$ cat src/verilog/local_bus_regs.svh
// Register offsets, field positions, reset values, segment code and vector step
`ifndef LOCAL_BUS_REGS_SVH
`define LOCAL_BUS_REGS_SVH

`define REG_CTRL          8'h00
`define REG_ADDR          8'h04
`define REG_WDATA         8'h08
`define REG_CMD           8'h0c
`define REG_STATUS        8'h10
`define REG_RDATA         8'h14
`define REG_VECTOR        8'h18

`define CTRL_IF_BIT       0
`define CTRL_RELEASE_BIT  1
`define CTRL_SPARE_BIT    2
`define CTRL_RESET        32'h0000_0000

`define CMD_KIND_LSB      0
`define CMD_KIND_MSB      2
`define CMD_BYTE_BIT      3
`define CMD_SEG_LSB       4
`define CMD_SEG_MSB       5

`define STAT_BUSY_BIT     0
`define STAT_IRQ_BIT      1
`define STAT_VEC_BIT      2
`define STAT_ERR_BIT      3
`define STAT_TYPE_LSB     8
`define STAT_TYPE_MSB     15

`define SEG_CODE_NONE     2'h2
`define VECTOR_STEP       20'h0_0002

`endif

$ cat src/verilog/local_bus_pkg.sv
// Types shared by the local bus unit and its interrupt sampler
package local_bus_pkg;

  typedef enum logic [2:0] {
    KIND_MEM_RD, KIND_MEM_WR, KIND_IO_RD, KIND_IO_WR, KIND_INTA
  } cycle_kind_t;

  typedef enum logic [2:0] {
    ST_IDLE, ST_T1, ST_T2, ST_T3, ST_TW, ST_T4
  } bus_state_t;

  typedef enum logic [2:0] {
    SEQ_NONE, SEQ_ACK1, SEQ_ACK2, SEQ_VEC_LO, SEQ_VEC_HI
  } irq_seq_t;

  typedef struct packed {
    logic [15:0] muxed_addr_data;
    logic        muxed_addr_data_oe;
    logic [3:0]  addr_status;
    logic        addr_status_oe;
    logic        upper_lane_enable_n;
    logic        upper_lane_enable_oe;
    logic        rd_n;
    logic        wr_n;
    logic        strobe_oe;
    logic        inta_n;
    logic        mem_io;
    logic        ale;
  } bus_pins_t;

endpackage

$ cat src/verilog/irq_sampler.sv
// Maskable interrupt synchroniser and end-of-instruction sampler
`timescale 1ns/1ps
module irq_sampler
(
  input  wire logic clk_i,
  input  wire logic rst_i,
  input  wire logic maskable_irq_i,
  input  wire logic instr_last_i,
  input  wire logic if_flag_i,
  input  wire logic idle_i,
  output logic      accept_o
);
  import local_bus_pkg::*;

  logic [2:0] sync_q;
  logic [2:0] sync_d;
  logic       level_q;
  logic       level_d;

  always_comb
  begin
    sync_d  = {sync_q[1:0], maskable_irq_i};
    level_d = level_q;
    if (sync_q[1] == sync_q[2])
    begin
      level_d = sync_q[2];
    end
  end

  always_ff @(posedge clk_i)
  begin
    if (rst_i)
    begin
      sync_q  <= 3'h0;
      level_q <= 1'b0;
    end
    else
    begin
      sync_q  <= sync_d;
      level_q <= level_d;
    end
  end

  // Level, not edge: a request dropped before the sample is lost
  assign accept_o = level_q && instr_last_i && if_flag_i && idle_i;

  ////////////////////////////////////////////////////////////////////////////
  a_irq_masked: assert property (@(posedge clk_i) disable iff (rst_i)
    accept_o |-> if_flag_i)
    else $error("Interrupt accepted while masked");
  a_irq_at_end: assert property (@(posedge clk_i) disable iff (rst_i)
    accept_o |-> instr_last_i && level_q)
    else $error("Interrupt accepted outside instruction end");
  a_irq_sync_agree: assert property (@(posedge clk_i) disable iff (rst_i)
    $rose(level_q) |-> $past(sync_q[1]) && $past(sync_q[2]))
    else $error("Interrupt level changed without agreement");

endmodule // irq_sampler

$ cat src/verilog/local_bus_unit.sv
// Multiplexed local bus cycle engine with Wishbone register access
//
// Overview of operation
// - Segment status bits name segment in t2-t4
// - Spare status bit shown during t2-t4
// - Upper lane enable low-active, floats in acks
// - Upper lane enable low in first ack t1
// - Lane enable and bit zero choose bytes
// - Bit zero low for lower lane byte
// - Read strobe for every memory or I/O read
// - Memory/IO line stable through whole cycle
// - Read strobe low in t2, t3, waits only
// - Read strobe waits until address/data floated
// - Read strobe floats high during bus release
// - Interrupt level sampled at instruction end
// - Accepted interrupt fetches vector from memory
// - Interrupt ignored while enable flag clear
// - Interrupt request synchronised internally
//
// The Wishbone register port and the register offsets were left to the implementer.
`timescale 1ns/1ps
`include "local_bus_regs.svh"
module local_bus_unit
(
  input  wire logic               clk_i,
  input  wire logic               rst_i,
  input  wire logic [7:0]         adr_i,
  input  wire logic [31:0]        dat_i,
  output logic      [31:0]        dat_o,
  input  wire logic [3:0]         sel_i,
  input  wire logic               we_i,
  input  wire logic               cyc_i,
  input  wire logic               stb_i,
  output logic                    ack_o,
  input  wire logic               instr_last_i,
  input  wire logic               maskable_irq_i,
  input  wire logic               ready_i,
  input  wire logic [15:0]        muxed_addr_data_i,
  output local_bus_pkg::bus_pins_t bus_o
);
  import local_bus_pkg::*;

  logic [31:0] ctrl_q, ctrl_d, addr_reg_q, addr_reg_d, wdata_reg_q, wdata_reg_d;
  logic        ack_q, ack_d, irq_flag_q, irq_flag_d, vec_flag_q, vec_flag_d;
  logic        err_q, err_d;
  logic [31:0] rd_q, rd_d, wmask, rd_mux;
  logic        wr_ack, cmd_wr, cmd_legal, cmd_go, irq_go, idle_free, vec_set;
  cycle_kind_t cmd_kind;

  bus_state_t  state_q, state_d;
  logic        phase_q, phase_d, release_q, release_d, byte_q, byte_d;
  cycle_kind_t kind_q, kind_d;
  irq_seq_t    seq_q, seq_d;
  logic [19:0] addr_q, addr_d;
  logic [15:0] wdata_q, wdata_d, rdata_q, rdata_d, ip_q, ip_d, cs_q, cs_d;
  logic [1:0]  seg_q, seg_d;
  logic [7:0]  type_q, type_d;
  bus_pins_t   pins_q, pins_d;
  logic        rd_kind_d, wr_kind_d, inta_d, strobe_time;

  ////////////////////////////////////////////////////////////////////////////
  // Wishbone slave: one wait cycle, writes land at the ack edge
  assign wr_ack    = ack_q && cyc_i && stb_i && we_i;
  assign cmd_wr    = wr_ack && (adr_i == `REG_CMD);
  assign cmd_kind  = cycle_kind_t'(dat_i[`CMD_KIND_MSB:`CMD_KIND_LSB]);
  // Odd-address words would need two cycles; refused instead
  assign cmd_legal = (cmd_kind <= KIND_IO_WR) && (dat_i[`CMD_BYTE_BIT] || !addr_reg_q[0]);
  assign idle_free = (state_q == ST_IDLE) && !release_q;
  assign cmd_go    = cmd_wr && cmd_legal && idle_free;
  assign wmask     = {{8{sel_i[3]}}, {8{sel_i[2]}}, {8{sel_i[1]}}, {8{sel_i[0]}}};
  assign ack_o     = ack_q;
  assign dat_o     = rd_q;
  assign bus_o     = pins_q;

  always_comb
  begin
    unique case (adr_i)
      `REG_CTRL:   rd_mux = ctrl_q;
      `REG_ADDR:   rd_mux = addr_reg_q;
      `REG_WDATA:  rd_mux = wdata_reg_q;
      `REG_STATUS: rd_mux = {16'h0000, type_q, 4'h0, err_q, vec_flag_q, irq_flag_q,
                             !idle_free};
      `REG_RDATA:  rd_mux = {16'h0000, rdata_q};
      `REG_VECTOR: rd_mux = {cs_q, ip_q};
      default:     rd_mux = 32'h0000_0000;
    endcase
  end

  always_comb
  begin
    ack_d       = cyc_i && stb_i && !ack_q;
    rd_d        = ack_d ? rd_mux : rd_q;
    ctrl_d      = ctrl_q;
    addr_reg_d  = addr_reg_q;
    wdata_reg_d = wdata_reg_q;
    irq_flag_d  = irq_flag_q;
    vec_flag_d  = vec_flag_q;
    err_d       = err_q;
    if (wr_ack && adr_i == `REG_CTRL)
    begin
      ctrl_d = (ctrl_q & ~wmask) | (dat_i & wmask);
    end
    if (wr_ack && adr_i == `REG_ADDR)
    begin
      addr_reg_d = {12'h000, ((addr_reg_q[19:0] & ~wmask[19:0]) | (dat_i[19:0] & wmask[19:0]))};
    end
    if (wr_ack && adr_i == `REG_WDATA)
    begin
      wdata_reg_d = {16'h0000, ((wdata_reg_q[15:0] & ~wmask[15:0]) | (dat_i[15:0] & wmask[15:0]))};
    end
    if (wr_ack && adr_i == `REG_STATUS && sel_i[0])
    begin
      irq_flag_d = irq_flag_q && !dat_i[`STAT_IRQ_BIT];
      vec_flag_d = vec_flag_q && !dat_i[`STAT_VEC_BIT];
      err_d      = err_q && !dat_i[`STAT_ERR_BIT];
    end
    // Hardware set wins over a same-cycle software clear
    if (irq_go)
    begin
      irq_flag_d = 1'b1;
    end
    if (vec_set)
    begin
      vec_flag_d = 1'b1;
    end
    if (cmd_wr && !cmd_go)
    begin
      err_d = 1'b1;
    end
  end

  always_ff @(posedge clk_i)
  begin
    if (rst_i)
    begin
      ack_q       <= 1'b0;
      rd_q        <= 32'h0000_0000;
      ctrl_q      <= `CTRL_RESET;
      addr_reg_q  <= 32'h0000_0000;
      wdata_reg_q <= 32'h0000_0000;
      irq_flag_q  <= 1'b0;
      vec_flag_q  <= 1'b0;
      err_q       <= 1'b0;
    end
    else
    begin
      ack_q       <= ack_d;
      rd_q        <= rd_d;
      ctrl_q      <= ctrl_d;
      addr_reg_q  <= addr_reg_d;
      wdata_reg_q <= wdata_reg_d;
      irq_flag_q  <= irq_flag_d;
      vec_flag_q  <= vec_flag_d;
      err_q       <= err_d;
    end
  end

  ////////////////////////////////////////////////////////////////////////////
  // Interrupt request path
  irq_sampler u_irq
  (
    .clk_i          (clk_i),
    .rst_i          (rst_i),
    .maskable_irq_i (maskable_irq_i),
    .instr_last_i   (instr_last_i),
    .if_flag_i      (ctrl_q[`CTRL_IF_BIT]),
    .idle_i         (idle_free && !cmd_wr),
    .accept_o       (irq_go)
  );

  ////////////////////////////////////////////////////////////////////////////
  // Bus cycle engine: each bus state other than idle spans two clocks (phase 0, 1)
  always_comb
  begin
    state_d = state_q;
    phase_d = 1'b0;
    release_d = release_q;
    kind_d = kind_q;
    addr_d = addr_q;
    wdata_d = wdata_q;
    byte_d = byte_q;
    seg_d = seg_q;
    seq_d = seq_q;
    rdata_d = rdata_q;
    type_d = type_q;
    ip_d = ip_q;
    cs_d = cs_q;
    vec_set = 1'b0;
    if (state_q == ST_IDLE)
    begin
      // Bus is handed over only between cycles
      release_d = ctrl_q[`CTRL_RELEASE_BIT] && !cmd_go && !irq_go;
      if (cmd_go)
      begin
        state_d = ST_T1;
        kind_d  = cmd_kind;
        addr_d  = addr_reg_q[19:0];
        wdata_d = wdata_reg_q[15:0];
        byte_d  = dat_i[`CMD_BYTE_BIT];
        seg_d   = dat_i[`CMD_SEG_MSB:`CMD_SEG_LSB];
      end
      else if (irq_go)
      begin
        state_d = ST_T1;
        kind_d  = KIND_INTA;
        seq_d   = SEQ_ACK1;
        seg_d   = `SEG_CODE_NONE;
      end
    end
    else
    begin
      phase_d = !phase_q;
      if (phase_q)
      begin
        unique case (state_q)
          ST_T1: state_d = ST_T2;
          ST_T2: state_d = ST_T3;
          ST_T3, ST_TW:
          begin
            // Ready is used raw; the far side delivers it synchronous
            if (ready_i)
            begin
              state_d = ST_T4;
              if (seq_q == SEQ_ACK2) type_d = muxed_addr_data_i[7:0];
              else if (seq_q == SEQ_VEC_LO) ip_d = muxed_addr_data_i;
              else if (seq_q == SEQ_VEC_HI) cs_d = muxed_addr_data_i;
              else if (kind_q == KIND_MEM_RD || kind_q == KIND_IO_RD) rdata_d = muxed_addr_data_i;
            end
            else
            begin
              state_d = ST_TW;
            end
          end
          ST_T4:
          begin
            state_d = ST_T1;
            unique case (seq_q)
              SEQ_ACK1: seq_d = SEQ_ACK2;
              SEQ_ACK2:
              begin
                seq_d  = SEQ_VEC_LO;
                kind_d = KIND_MEM_RD;
                byte_d = 1'b0;
                addr_d = {10'h000, type_q, 2'h0};
              end
              SEQ_VEC_LO:
              begin
                seq_d  = SEQ_VEC_HI;
                addr_d = addr_q + `VECTOR_STEP;
              end
              SEQ_VEC_HI:
              begin
                seq_d   = SEQ_NONE;
                state_d = ST_IDLE;
                vec_set = 1'b1;
              end
              default:
              begin
                seq_d   = SEQ_NONE;
                state_d = ST_IDLE;
              end
            endcase
          end
          default: state_d = ST_IDLE;
        endcase
      end
    end
  end

  ////////////////////////////////////////////////////////////////////////////
  // Pin values from next state, so pins line up with state_q
  always_comb
  begin
    rd_kind_d   = (kind_d == KIND_MEM_RD) || (kind_d == KIND_IO_RD);
    wr_kind_d   = (kind_d == KIND_MEM_WR) || (kind_d == KIND_IO_WR);
    inta_d      = (kind_d == KIND_INTA);
    strobe_time = (state_d == ST_T3) || (state_d == ST_TW) || (state_d == ST_T2 && phase_d);
    pins_d = pins_q;
    pins_d.ale = (state_d == ST_T1) && phase_d;
    pins_d.strobe_oe = 1'b1;
    pins_d.addr_status_oe = 1'b1;
    pins_d.upper_lane_enable_oe = 1'b1;
    pins_d.muxed_addr_data_oe = 1'b0;
    // Read strobe only after address drivers are off (phase 1 of t2)
    pins_d.rd_n   = !(rd_kind_d && strobe_time);
    pins_d.wr_n   = !(wr_kind_d && (strobe_time || state_d == ST_T2));
    pins_d.inta_n = !(inta_d && strobe_time);
    if (state_d == ST_T1 && !phase_d)
    begin
      pins_d.mem_io = (kind_d == KIND_MEM_RD) || (kind_d == KIND_MEM_WR);
    end
    if (state_d == ST_T1)
    begin
      pins_d.muxed_addr_data    = addr_d[15:0];
      pins_d.muxed_addr_data_oe = !inta_d;
      pins_d.addr_status        = (kind_d == KIND_IO_RD || kind_d == KIND_IO_WR) ?
                                  4'h0 : addr_d[19:16];
      pins_d.upper_lane_enable_n  = !(!byte_d || addr_d[0]);
      pins_d.upper_lane_enable_oe = !inta_d || (seq_d == SEQ_ACK1);
      if (inta_d)
      begin
        pins_d.upper_lane_enable_n = 1'b0;
      end
    end
    else if (state_d != ST_IDLE)
    begin
      pins_d.addr_status = {1'b0, ctrl_q[`CTRL_IF_BIT], seg_d};
      pins_d.upper_lane_enable_n  = ctrl_q[`CTRL_SPARE_BIT];
      pins_d.upper_lane_enable_oe = !inta_d;
      if (wr_kind_d)
      begin
        pins_d.muxed_addr_data    = wdata_d;
        pins_d.muxed_addr_data_oe = 1'b1;
      end
    end
    if (release_d)
    begin
      pins_d.addr_status_oe = 1'b0;
      pins_d.upper_lane_enable_oe = 1'b0;
      pins_d.strobe_oe = 1'b0;
      pins_d.rd_n = 1'b1;
      pins_d.wr_n = 1'b1;
      pins_d.mem_io = 1'b1;
    end
  end

  always_ff @(posedge clk_i)
  begin
    if (rst_i)
    begin
      state_q <= ST_IDLE;
      phase_q <= 1'b0;
      release_q <= 1'b0;
      kind_q <= KIND_MEM_RD;
      seq_q <= SEQ_NONE;
      addr_q <= 20'h0_0000;
      wdata_q <= 16'h0000;
      byte_q <= 1'b0;
      seg_q <= 2'h0;
      rdata_q <= 16'h0000;
      type_q <= 8'h00;
      ip_q <= 16'h0000;
      cs_q <= 16'h0000;
      pins_q <= {16'h0000, 1'b0, 4'h0, 1'b1, 1'b1, 1'b1, 1'b1, 1'b1, 1'b1, 1'b1, 1'b1, 1'b0};
    end
    else
    begin
      state_q <= state_d;
      phase_q <= phase_d;
      release_q <= release_d;
      kind_q <= kind_d;
      seq_q <= seq_d;
      addr_q <= addr_d;
      wdata_q <= wdata_d;
      byte_q <= byte_d;
      seg_q <= seg_d;
      rdata_q <= rdata_d;
      type_q <= type_d;
      ip_q <= ip_d;
      cs_q <= cs_d;
      pins_q <= pins_d;
    end
  end

  ////////////////////////////////////////////////////////////////////////////
  a_seg_status_shown: assert property (@(posedge clk_i) disable iff (rst_i)
    state_q inside {ST_T2, ST_T3, ST_TW, ST_T4} |-> pins_q.addr_status[1:0] == seg_q)
    else $error("Segment status wrong in t2-t4");
  a_spare_status_shown: assert property (@(posedge clk_i) disable iff (rst_i)
    state_q inside {ST_T2, ST_T3, ST_T4} && kind_q != KIND_INTA |->
      pins_q.upper_lane_enable_oe &&
      pins_q.upper_lane_enable_n == $past(ctrl_q[`CTRL_SPARE_BIT]))
    else $error("Spare status bit not shown");
  a_lane_float_ack: assert property (@(posedge clk_i) disable iff (rst_i)
    (kind_q == KIND_INTA && state_q != ST_T1 && state_q != ST_IDLE) || release_q |->
      !pins_q.upper_lane_enable_oe)
    else $error("Upper lane enable driven in ack or release");
  a_lane_first_ack: assert property (@(posedge clk_i) disable iff (rst_i)
    state_q == ST_T1 && seq_q == SEQ_ACK1 |->
      pins_q.upper_lane_enable_oe && !pins_q.upper_lane_enable_n)
    else $error("Upper lane enable not low in first ack t1");
  a_lane_select_code: assert property (@(posedge clk_i) disable iff (rst_i)
    state_q == ST_T1 && kind_q != KIND_INTA |->
      {pins_q.upper_lane_enable_n, pins_q.muxed_addr_data[0]} ==
        (byte_q ? {!addr_q[0], addr_q[0]} : 2'h0))
    else $error("Byte lane code wrong");
  a_rd_every_read: assert property (@(posedge clk_i) disable iff (rst_i)
    state_q == ST_T2 && phase_q && kind_q inside {KIND_MEM_RD, KIND_IO_RD} |=>
      !pins_q.rd_n [*2])
    else $error("Read strobe missing in read");
  a_mem_io_stable: assert property (@(posedge clk_i) disable iff (rst_i)
    state_q != ST_IDLE && !(state_q == ST_T1 && !phase_q) |-> $stable(pins_q.mem_io))
    else $error("Memory/IO line changed mid cycle");
  a_rd_low_window: assert property (@(posedge clk_i) disable iff (rst_i)
    state_q inside {ST_IDLE, ST_T1, ST_T4} || (state_q == ST_T2 && !phase_q) |-> pins_q.rd_n)
    else $error("Read strobe low outside t2-tw");
  a_rd_after_float: assert property (@(posedge clk_i) disable iff (rst_i)
    $fell(pins_q.rd_n) |-> !pins_q.muxed_addr_data_oe && $past(!pins_q.muxed_addr_data_oe))
    else $error("Read strobe fell before bus floated");
  a_rd_release_high: assert property (@(posedge clk_i) disable iff (rst_i)
    release_q |-> !pins_q.strobe_oe && pins_q.rd_n)
    else $error("Read strobe not released high");
  a_wait_on_ready: assert property (@(posedge clk_i) disable iff (rst_i)
    state_q inside {ST_T3, ST_TW} && phase_q && !ready_i |=>
      state_q == ST_TW && (kind_q != KIND_MEM_RD || !pins_q.rd_n))
    else $error("No wait state on ready low");
  a_vector_address: assert property (@(posedge clk_i) disable iff (rst_i)
    state_q == ST_T1 && seq_q == SEQ_VEC_LO |->
      pins_q.muxed_addr_data == {6'h00, type_q, 2'h0} && pins_q.mem_io)
    else $error("Vector fetch address wrong");
  a_cycle_end_clean: assert property (@(posedge clk_i) disable iff (rst_i)
    state_q == ST_T4 && phase_q |=> state_q inside {ST_T1, ST_IDLE} &&
      pins_q.rd_n && pins_q.wr_n && pins_q.inta_n ##1 state_q != ST_T4)
    else $error("Bus cycle did not end cleanly");

endmodule // local_bus_unit
$ cat config.mk
export PLATFORM = sky130hd
export DESIGN_NAME = local_bus_unit
export DESIGN_NICKNAME = d
export VERILOG_FILES = /design/src/verilog/local_bus_pkg.sv /design/src/verilog/irq_sampler.sv /design/src/verilog/local_bus_unit.sv
export VERILOG_INCLUDE_DIRS = /design/src /design/src/verilog
export SDC_FILE = /design/constraint.sdc
export NUM_CORES = 1
export LEC_CHECK = 0
export BUFFER_PORTS_ARGS = -buffer_cell sky130_fd_sc_hd__buf_2
export CORE_MARGIN = 2
export CORE_UTILIZATION = 62
export DETAILED_ROUTE_END_ITERATION = 12
export PLACE_DENSITY = 0.84
export SLEW_MARGIN = 20
export SYNTH_ARGS = -nofsm -noshare
export SYNTH_HDL_FRONTEND = slang
export SYNTH_HIERARCHICAL = 1
export SYNTH_SLANG_ARGS = --single-unit
$ cat constraint.sdc
create_clock -name clk_i -period 5.25 [get_ports clk_i]
set_input_delay 1.05 -clock clk_i [delete_from_list [all_inputs] [get_ports clk_i]]
set_output_delay 1.05 -clock clk_i [all_outputs]
set_load 0.005 [all_outputs]
==> results.md, run 1 <==
- Status: completed
- All-Layer GR Usage: 0.355
- Core area: 16600 sq um
- Netlist cell types: 80
- Final period util: 0.730
- Hold buffers post-CTS: 0
- # diodes: 0
- Via-per-instance ratio: 6.69
- Leading area contributor after synthesis: dfxtp_1
- Final Skew: 0.0139 ns
- CTS root buf: clkbuf_16
- Finish-stage setup viols: 0
- Sequential element share of the synthesized area: 0.459
- Sw frac: 0.263
- Die area: 18200 sq um
- Initial Util: 0.637
- Critical setup path kind: in2reg
- RSZ-0062 raised after global routing: false
- Final Hold Vio Count: 0
- Syn_area_per_cell: 8.77 sq um
- Max-cap viol count: 0
- Total number of vias: 10300
- Die X: 135 um
- Pwr dens: 353 nW/um^2
- Maximum clock insertion buffer count: 3
- Area Overhead vs Synth: 15.2%
- Post-cts resize count: 0
- Syn Nets: 1279
- Synthesized area: 10600 sq um
- # rows: 47
- Share of layout cells above drive strength 1: 0.174
- Cell-internal power: 3.18 mW
- Post-route insts no fill: 1536
- Number of H-tree levels: 1
- Setup TNS: 0 ns
- Most frequent cells in the layout: dfxtp_1, nor2_1, buf_2, nand2_1, mux2i_1
- Worst vdd ir: 0.280 mV
- Slew margin rel.: 0.277
- Drt initial violations: 1366
- Combinational power share: 0.103
- Yosys top cell area share: 0.459
- Final nets: 1366
- Reg clk slew, reported paths: 0.06 ns
- CP required: 5.66 ns
- DIE HEIGHT: 135 um
- Final Max Tran Viols: 0
- I/O Pins: 131
- Final wirelength: 33200 um
- P_sw: 1.13 mW
- R2R setup slack: 1.48 ns
- Crit path max fanout: 13
- Yosys warning count: 6
- Total clock buffers created by CTS: 25
- I/O Buffers: 130
- Placed inst area: 11300 sq um
- Worst hold path type: reg2reg
- EDFF count, synth: 0
- Worst-Skew Late Latency: 0.54 ns
- Commonest non-fill, non-tap cell in the layout: dfxtp_1
- Routability cong.: 0.925
- Grt total ovfl: 0
- Initial antenna violation count: 0
- CTS tree: done
- Synth Register Bits: 243
- # clock sinks: 243
- Inst Count DP: 1490
- DRC: 0
- Setup crit end kind: register
- Synth Flop Type: dfxtp_1
- Largest cells by area after synthesis: dfxtp_1, mux2i_1, nor2_1
- Design Area, Final: 12200 sq um
- Antenna violation net count after detailed routing: 0
- Hpwl dp: 22700 um
- Flop pwr share: 0.453
- TritonRoute pass-1 iters: 7
- First-pass GRT wire length: 51200 um
- Fmax: 261 MHz
- Postcts setup bufs: 0
- Synth Instances: 1210
- Fin crit period: 3.83 ns
- Worst setup SP type: primary input
- Clk pwr share: 0.443
- Routed WL per cell: 21.6 um
- Worst-Margin Slew: 1.08 ns
- Post-synth ARST share: 0
- Leak: 4.55 nW
- Critical path arrival: 4.25 ns
- Largest net degree at the start of global routing: 110
- Vias in the first global route: 9493
==> power groups by stage <==
stage,combinational (mW),sequential [mW],clock [mW]
6_report,0.445,1.96,1.91
3_3_place_gp,0.413,1.99,0
3_5_place_dp,0.420,1.99,0
4_1_cts,0.429,1.95,1.91
2_1_floorplan,0.311,1.96,0
5_1_grt,0.472,1.96,1.98
==> stage by stage <==
| stage | util | worst slack (ns) | power, mW | hold slack, ns |
|---|---|---|---|---|
| 2_1_floorplan | - | 1.31 | 2.27 | 0.414 |
| 3_3_place_gp | 0.679 | 1.12 | 2.40 | 0.435 |
| 3_5_place_dp | 0.680 | 0.949 | 2.41 | 0.441 |
| 4_1_cts | 0.733 | 1.47 | 4.29 | 0.448 |
| 5_1_grt | 0.734 | 1.25 | 4.41 | 0.476 |
| 6_report | 0.734 | 1.42 | 4.31 | 0.447 |
==> worst max-delay path, cell delays in order <==
cell and delay (ns):
buf_2 0.11, or4_4 0.63, nor4_4 0.30, nor3_1 0.08
and4_2 0.30, mux2i_1 0.14, a211oi_1 0.09, a311o_1 0.45
o21ai_2 0.32, buf_4 0.27, nand2_1 0.13, o311ai_0 0.36
==> final cells by class <==
type	instances	area, sq um
multi-input cells	866	5340
repair buffers	149	807
clock inverters	13	184
flip-flops and latches	243	4860
clock buffers	33	706
well taps	220	275
inverters	12	45.0
fillers	1213	4420
==> worst paths after layout <==
check,endpoint,from,cells after the start
worst max-delay path,bus_o[14]$_SDFFE_PP0P_,adr_i[5],12
worst min-delay path,dat_o[16]$_SDFFE_PP0P_,dat_o[16]$_SDFFE_PP0P_,2
worst max register to register,bus_o[16]$_SDFFE_PP0P_,state_q[1]$_SDFF_PP0_,6
worst min register to register,dat_o[16]$_SDFFE_PP0P_,dat_o[16]$_SDFFE_PP0P_,2
==> Yosys cell counts (8+ instances only) <==
| cell type | count |
|---|---|
| dfxtp_1 | 243 |
| nor2_1 | 160 |
| nand2_1 | 124 |
| mux2i_1 | 91 |
| a21oi_1 | 90 |
| nand3_1 | 76 |
| clkbuf_1 | 64 |
| a22oi_1 | 63 |
| nor3_1 | 23 |
| a31oi_1 | 19 |
| a22o_1 | 16 |
| o21ai_0 | 14 |
| inv_1 | 12 |
| buf_2 | 11 |
| nand2b_1 | 11 |
| a211oi_1 | 9 |
| a221o_1 | 9 |
| nor4_1 | 8 |
==> routing by layer <==
layer / vias up / global-route usage / wire length [um]
met5: - / 0 / 0
met2: 702 / 0.545 / 14900
met1: 4849 / 0.494 / 13200
li1: 4607 / - / -
met3: 114 / 0.0589 / 3740
met4: 0 / 0.160 / 1440
==> logic make-up (layout without fill, tap and decap cells) <==
family	after synthesis	in the layout	synth area share
adder cells (fa/ha/maj)	1	1	0.00118
AND/OR/NAND/NOR	471	471	0.210
flip-flops	243	243	0.459
multiplexers	91	91	0.0859
AO/OA/AOI/OAI	303	303	0.201
buffers and inverters	101	207	0.0427
Note: power is estimated with default switching activity, not from simulation.
==> run 2: changes to the inputs <==
--- a/config.mk
+++ b/config.mk
@@ -8,9 +8,9 @@
 export LEC_CHECK = 0
 export BUFFER_PORTS_ARGS = -buffer_cell sky130_fd_sc_hd__buf_2
 export CORE_MARGIN = 2
-export CORE_UTILIZATION = 62
+export CORE_UTILIZATION = 58
 export DETAILED_ROUTE_END_ITERATION = 12
-export PLACE_DENSITY = 0.84
+export PLACE_DENSITY = 0.8
 export SLEW_MARGIN = 20
 export SYNTH_ARGS = -nofsm -noshare
 export SYNTH_HDL_FRONTEND = slang
==> constraint.sdc (replaced) <==
create_clock -name clk_i -period 4 [get_ports clk_i]
set_input_delay 0.8 -clock clk_i [delete_from_list [all_inputs] [get_ports clk_i]]
set_output_delay 0.8 -clock clk_i [all_outputs]
set_load 0.005 [all_outputs]
==> results.md, run 2 (synthesis gave the netlist of run 1 again) <==
- Initial Util: 0.591
- I/O Pins: 131
- CTS tree: done
- Worst setup SP type: primary input
- Cell chain of the critical path: buf_2, or4_4, nor4_4, nor3_1, and4_2, mux2i_1, a211oi_1, a311o_1, o21ai_2, buf_4, nand2_1, o311ai_0
- CP top delay family: simple AND/OR/NAND/NOR gates
- Largest net degree at the start of global routing: 82
- Total clock buffers created by CTS: 26
- Via-per-instance ratio: 6.55
- DRC: 0
- Total number of vias: 10200
- Final Hold Vio Count: 0
- Die area: 19400 sq um
- Worst vdd ir: 0.377 mV
- Most frequent cells in the layout: dfxtp_1, nor2_1, buf_2, nand2_1, mux2i_1
- Final Skew: 0.0131 ns
- Initial antenna violation count: 0
- CP Depth: 12
- Worst-Skew Late Latency: 0.53 ns
- I/O Buffers: 130
- Antenna violation net count after detailed routing: 0
- Postcts setup bufs: 0
- Critical setup path kind: in2reg
- Leak: 4.60 nW
- Area Overhead vs Synth: 15.7%
- Status: completed
- Final period util: 0.818
- Critical path's largest stage delay: 0.62 ns
- Hold depth: 2
- Final wirelength: 33500 um
- Routability cong.: 0.948
- Share of layout cells above drive strength 1: 0.184
- Worst path slowest cell: or4_4
- Drt initial violations: 1222
- Core area: 18000 sq um
- TritonRoute pass-1 iters: 6
- # clock sinks: 243
- Pwr dens: 443 nW/um^2
- DIE HEIGHT: 139 um
- Number of H-tree levels: 1
- CP required: 4.42 ns
- Post-cts resize count: 0
- Worst hold path type: reg2reg
- Crit path max fanout: 12
- Reg clk slew, reported paths: 0.06 ns
- # diodes: 0
- Fin crit period: 3.27 ns
- All-Layer GR Usage: 0.332
- Finish-stage setup viols: 0
- Final Util: 0.683
- Setup TNS: 0 ns
- # rows: 49
- Slew margin rel.: 0.410
- Routed WL per cell: 21.4 um
- Maximum clock insertion buffer count: 3
- CP Buf/Inv Count: 2
- Worst reg-to-reg path cell count: 10
- Final Max Tran Viols: 0
- Final Hold Slack: 0.454 ns
- Die X: 139 um
- Final nets: 1387
- Tot Pwr: 5.43 mW
- Fmax: 305 MHz
- Hpwl dp: 23300 um
- CTS root buf: clkbuf_16
- Placed inst area: 11500 sq um
- Critical path arrival: 3.70 ns
- First-pass GRT wire length: 52200 um
- Vias in the first global route: 9492
- Commonest non-fill, non-tap cell in the layout: dfxtp_1
- Design Area, Final: 12300 sq um
- Grt total ovfl: 0
- Worst-Margin Slew: 0.882 ns
- Setup crit end kind: register
- RSZ-0062 raised after global routing: false
- Fill count: 1453
- Hold buffers post-CTS: 0
- Max-cap viol count: 0
run 2: cell types whose count changed in the layout (fill, tap and decap cells not counted), sizes merged:
cell	delta
buf	+20
bufinv	-4
clkbuf	+4
clkinv	-2
clkinvlp	+1
run 2: area by class of cell:
| class | count | area [sq um] | area share |
|---|---|---|---|
| clock buffer | 37 | 753 | 0.0614 |
| inverter | 12 | 45.0 | 0.00367 |
| timing repair buffer | 169 | 950 | 0.0774 |
| tap | 229 | 287 | 0.0234 |
| sequential | 243 | 4860 | 0.397 |
| clock inverter | 8 | 46.3 | 0.00377 |
| multi-input combinational | 866 | 5320 | 0.434 |
run 2: final timing paths:
| check | start | endpoint | slack (ns) |
|---|---|---|---|
| min reg2reg | dat_o[17]$_SDFFE_PP0P_ | dat_o[17]$_SDFFE_PP0P_ | 0.45 |
| min | dat_o[17]$_SDFFE_PP0P_ | dat_o[17]$_SDFFE_PP0P_ | 0.45 |
| max | adr_i[5] | bus_o[14]$_SDFFE_PP0P_ | 0.73 |
| max reg2reg | state_q[2]$_SDFF_PP0_ | bus_o[16]$_SDFFE_PP0P_ | 0.90 |
run 2: worst reg2reg max path, cell delays in order, from the launching register on:
cell and delay (ns):
dfxtp_1 0.31, or3_4 0.48, nor3_1 0.19, and4_2 0.33, nor4b_1 0.45, nor2_1 0.07
a211o_1 0.28, buf_4 0.18, o211a_1 0.16, buf_4 0.18, a221o_1 0.35
run 2: power breakdown:
group / leakage, nW / total, mW / switching, mW / internal (mW)
clock network: 0.397 / 2.27 / 0.965 / 1.30
logic: 2.25 / 0.621 / 0.418 / 0.203
registers: 1.96 / 2.54 / 0.0693 / 2.48
run 2: metrics by stage:
step | instances | setup slack, ns
after global placement | 1519 | 0.329
after global routing | 1564 | 0.506
final | 1564 | 0.726
after floorplan | 1210 | 0.310
after detailed placement | 1519 | 0.261
after CTS | 1564 | 0.768
run 2: routing by layer:
metal / share of wire / GRT usage / vias up
li1: - / - / 4644
met1: 0.41 / 0.470 / 4889
met2: 0.46 / 0.516 / 608
met3: 0.097 / 0.0468 / 107
met4: 0.042 / 0.132 / 0
met5: 0 / 0 / -
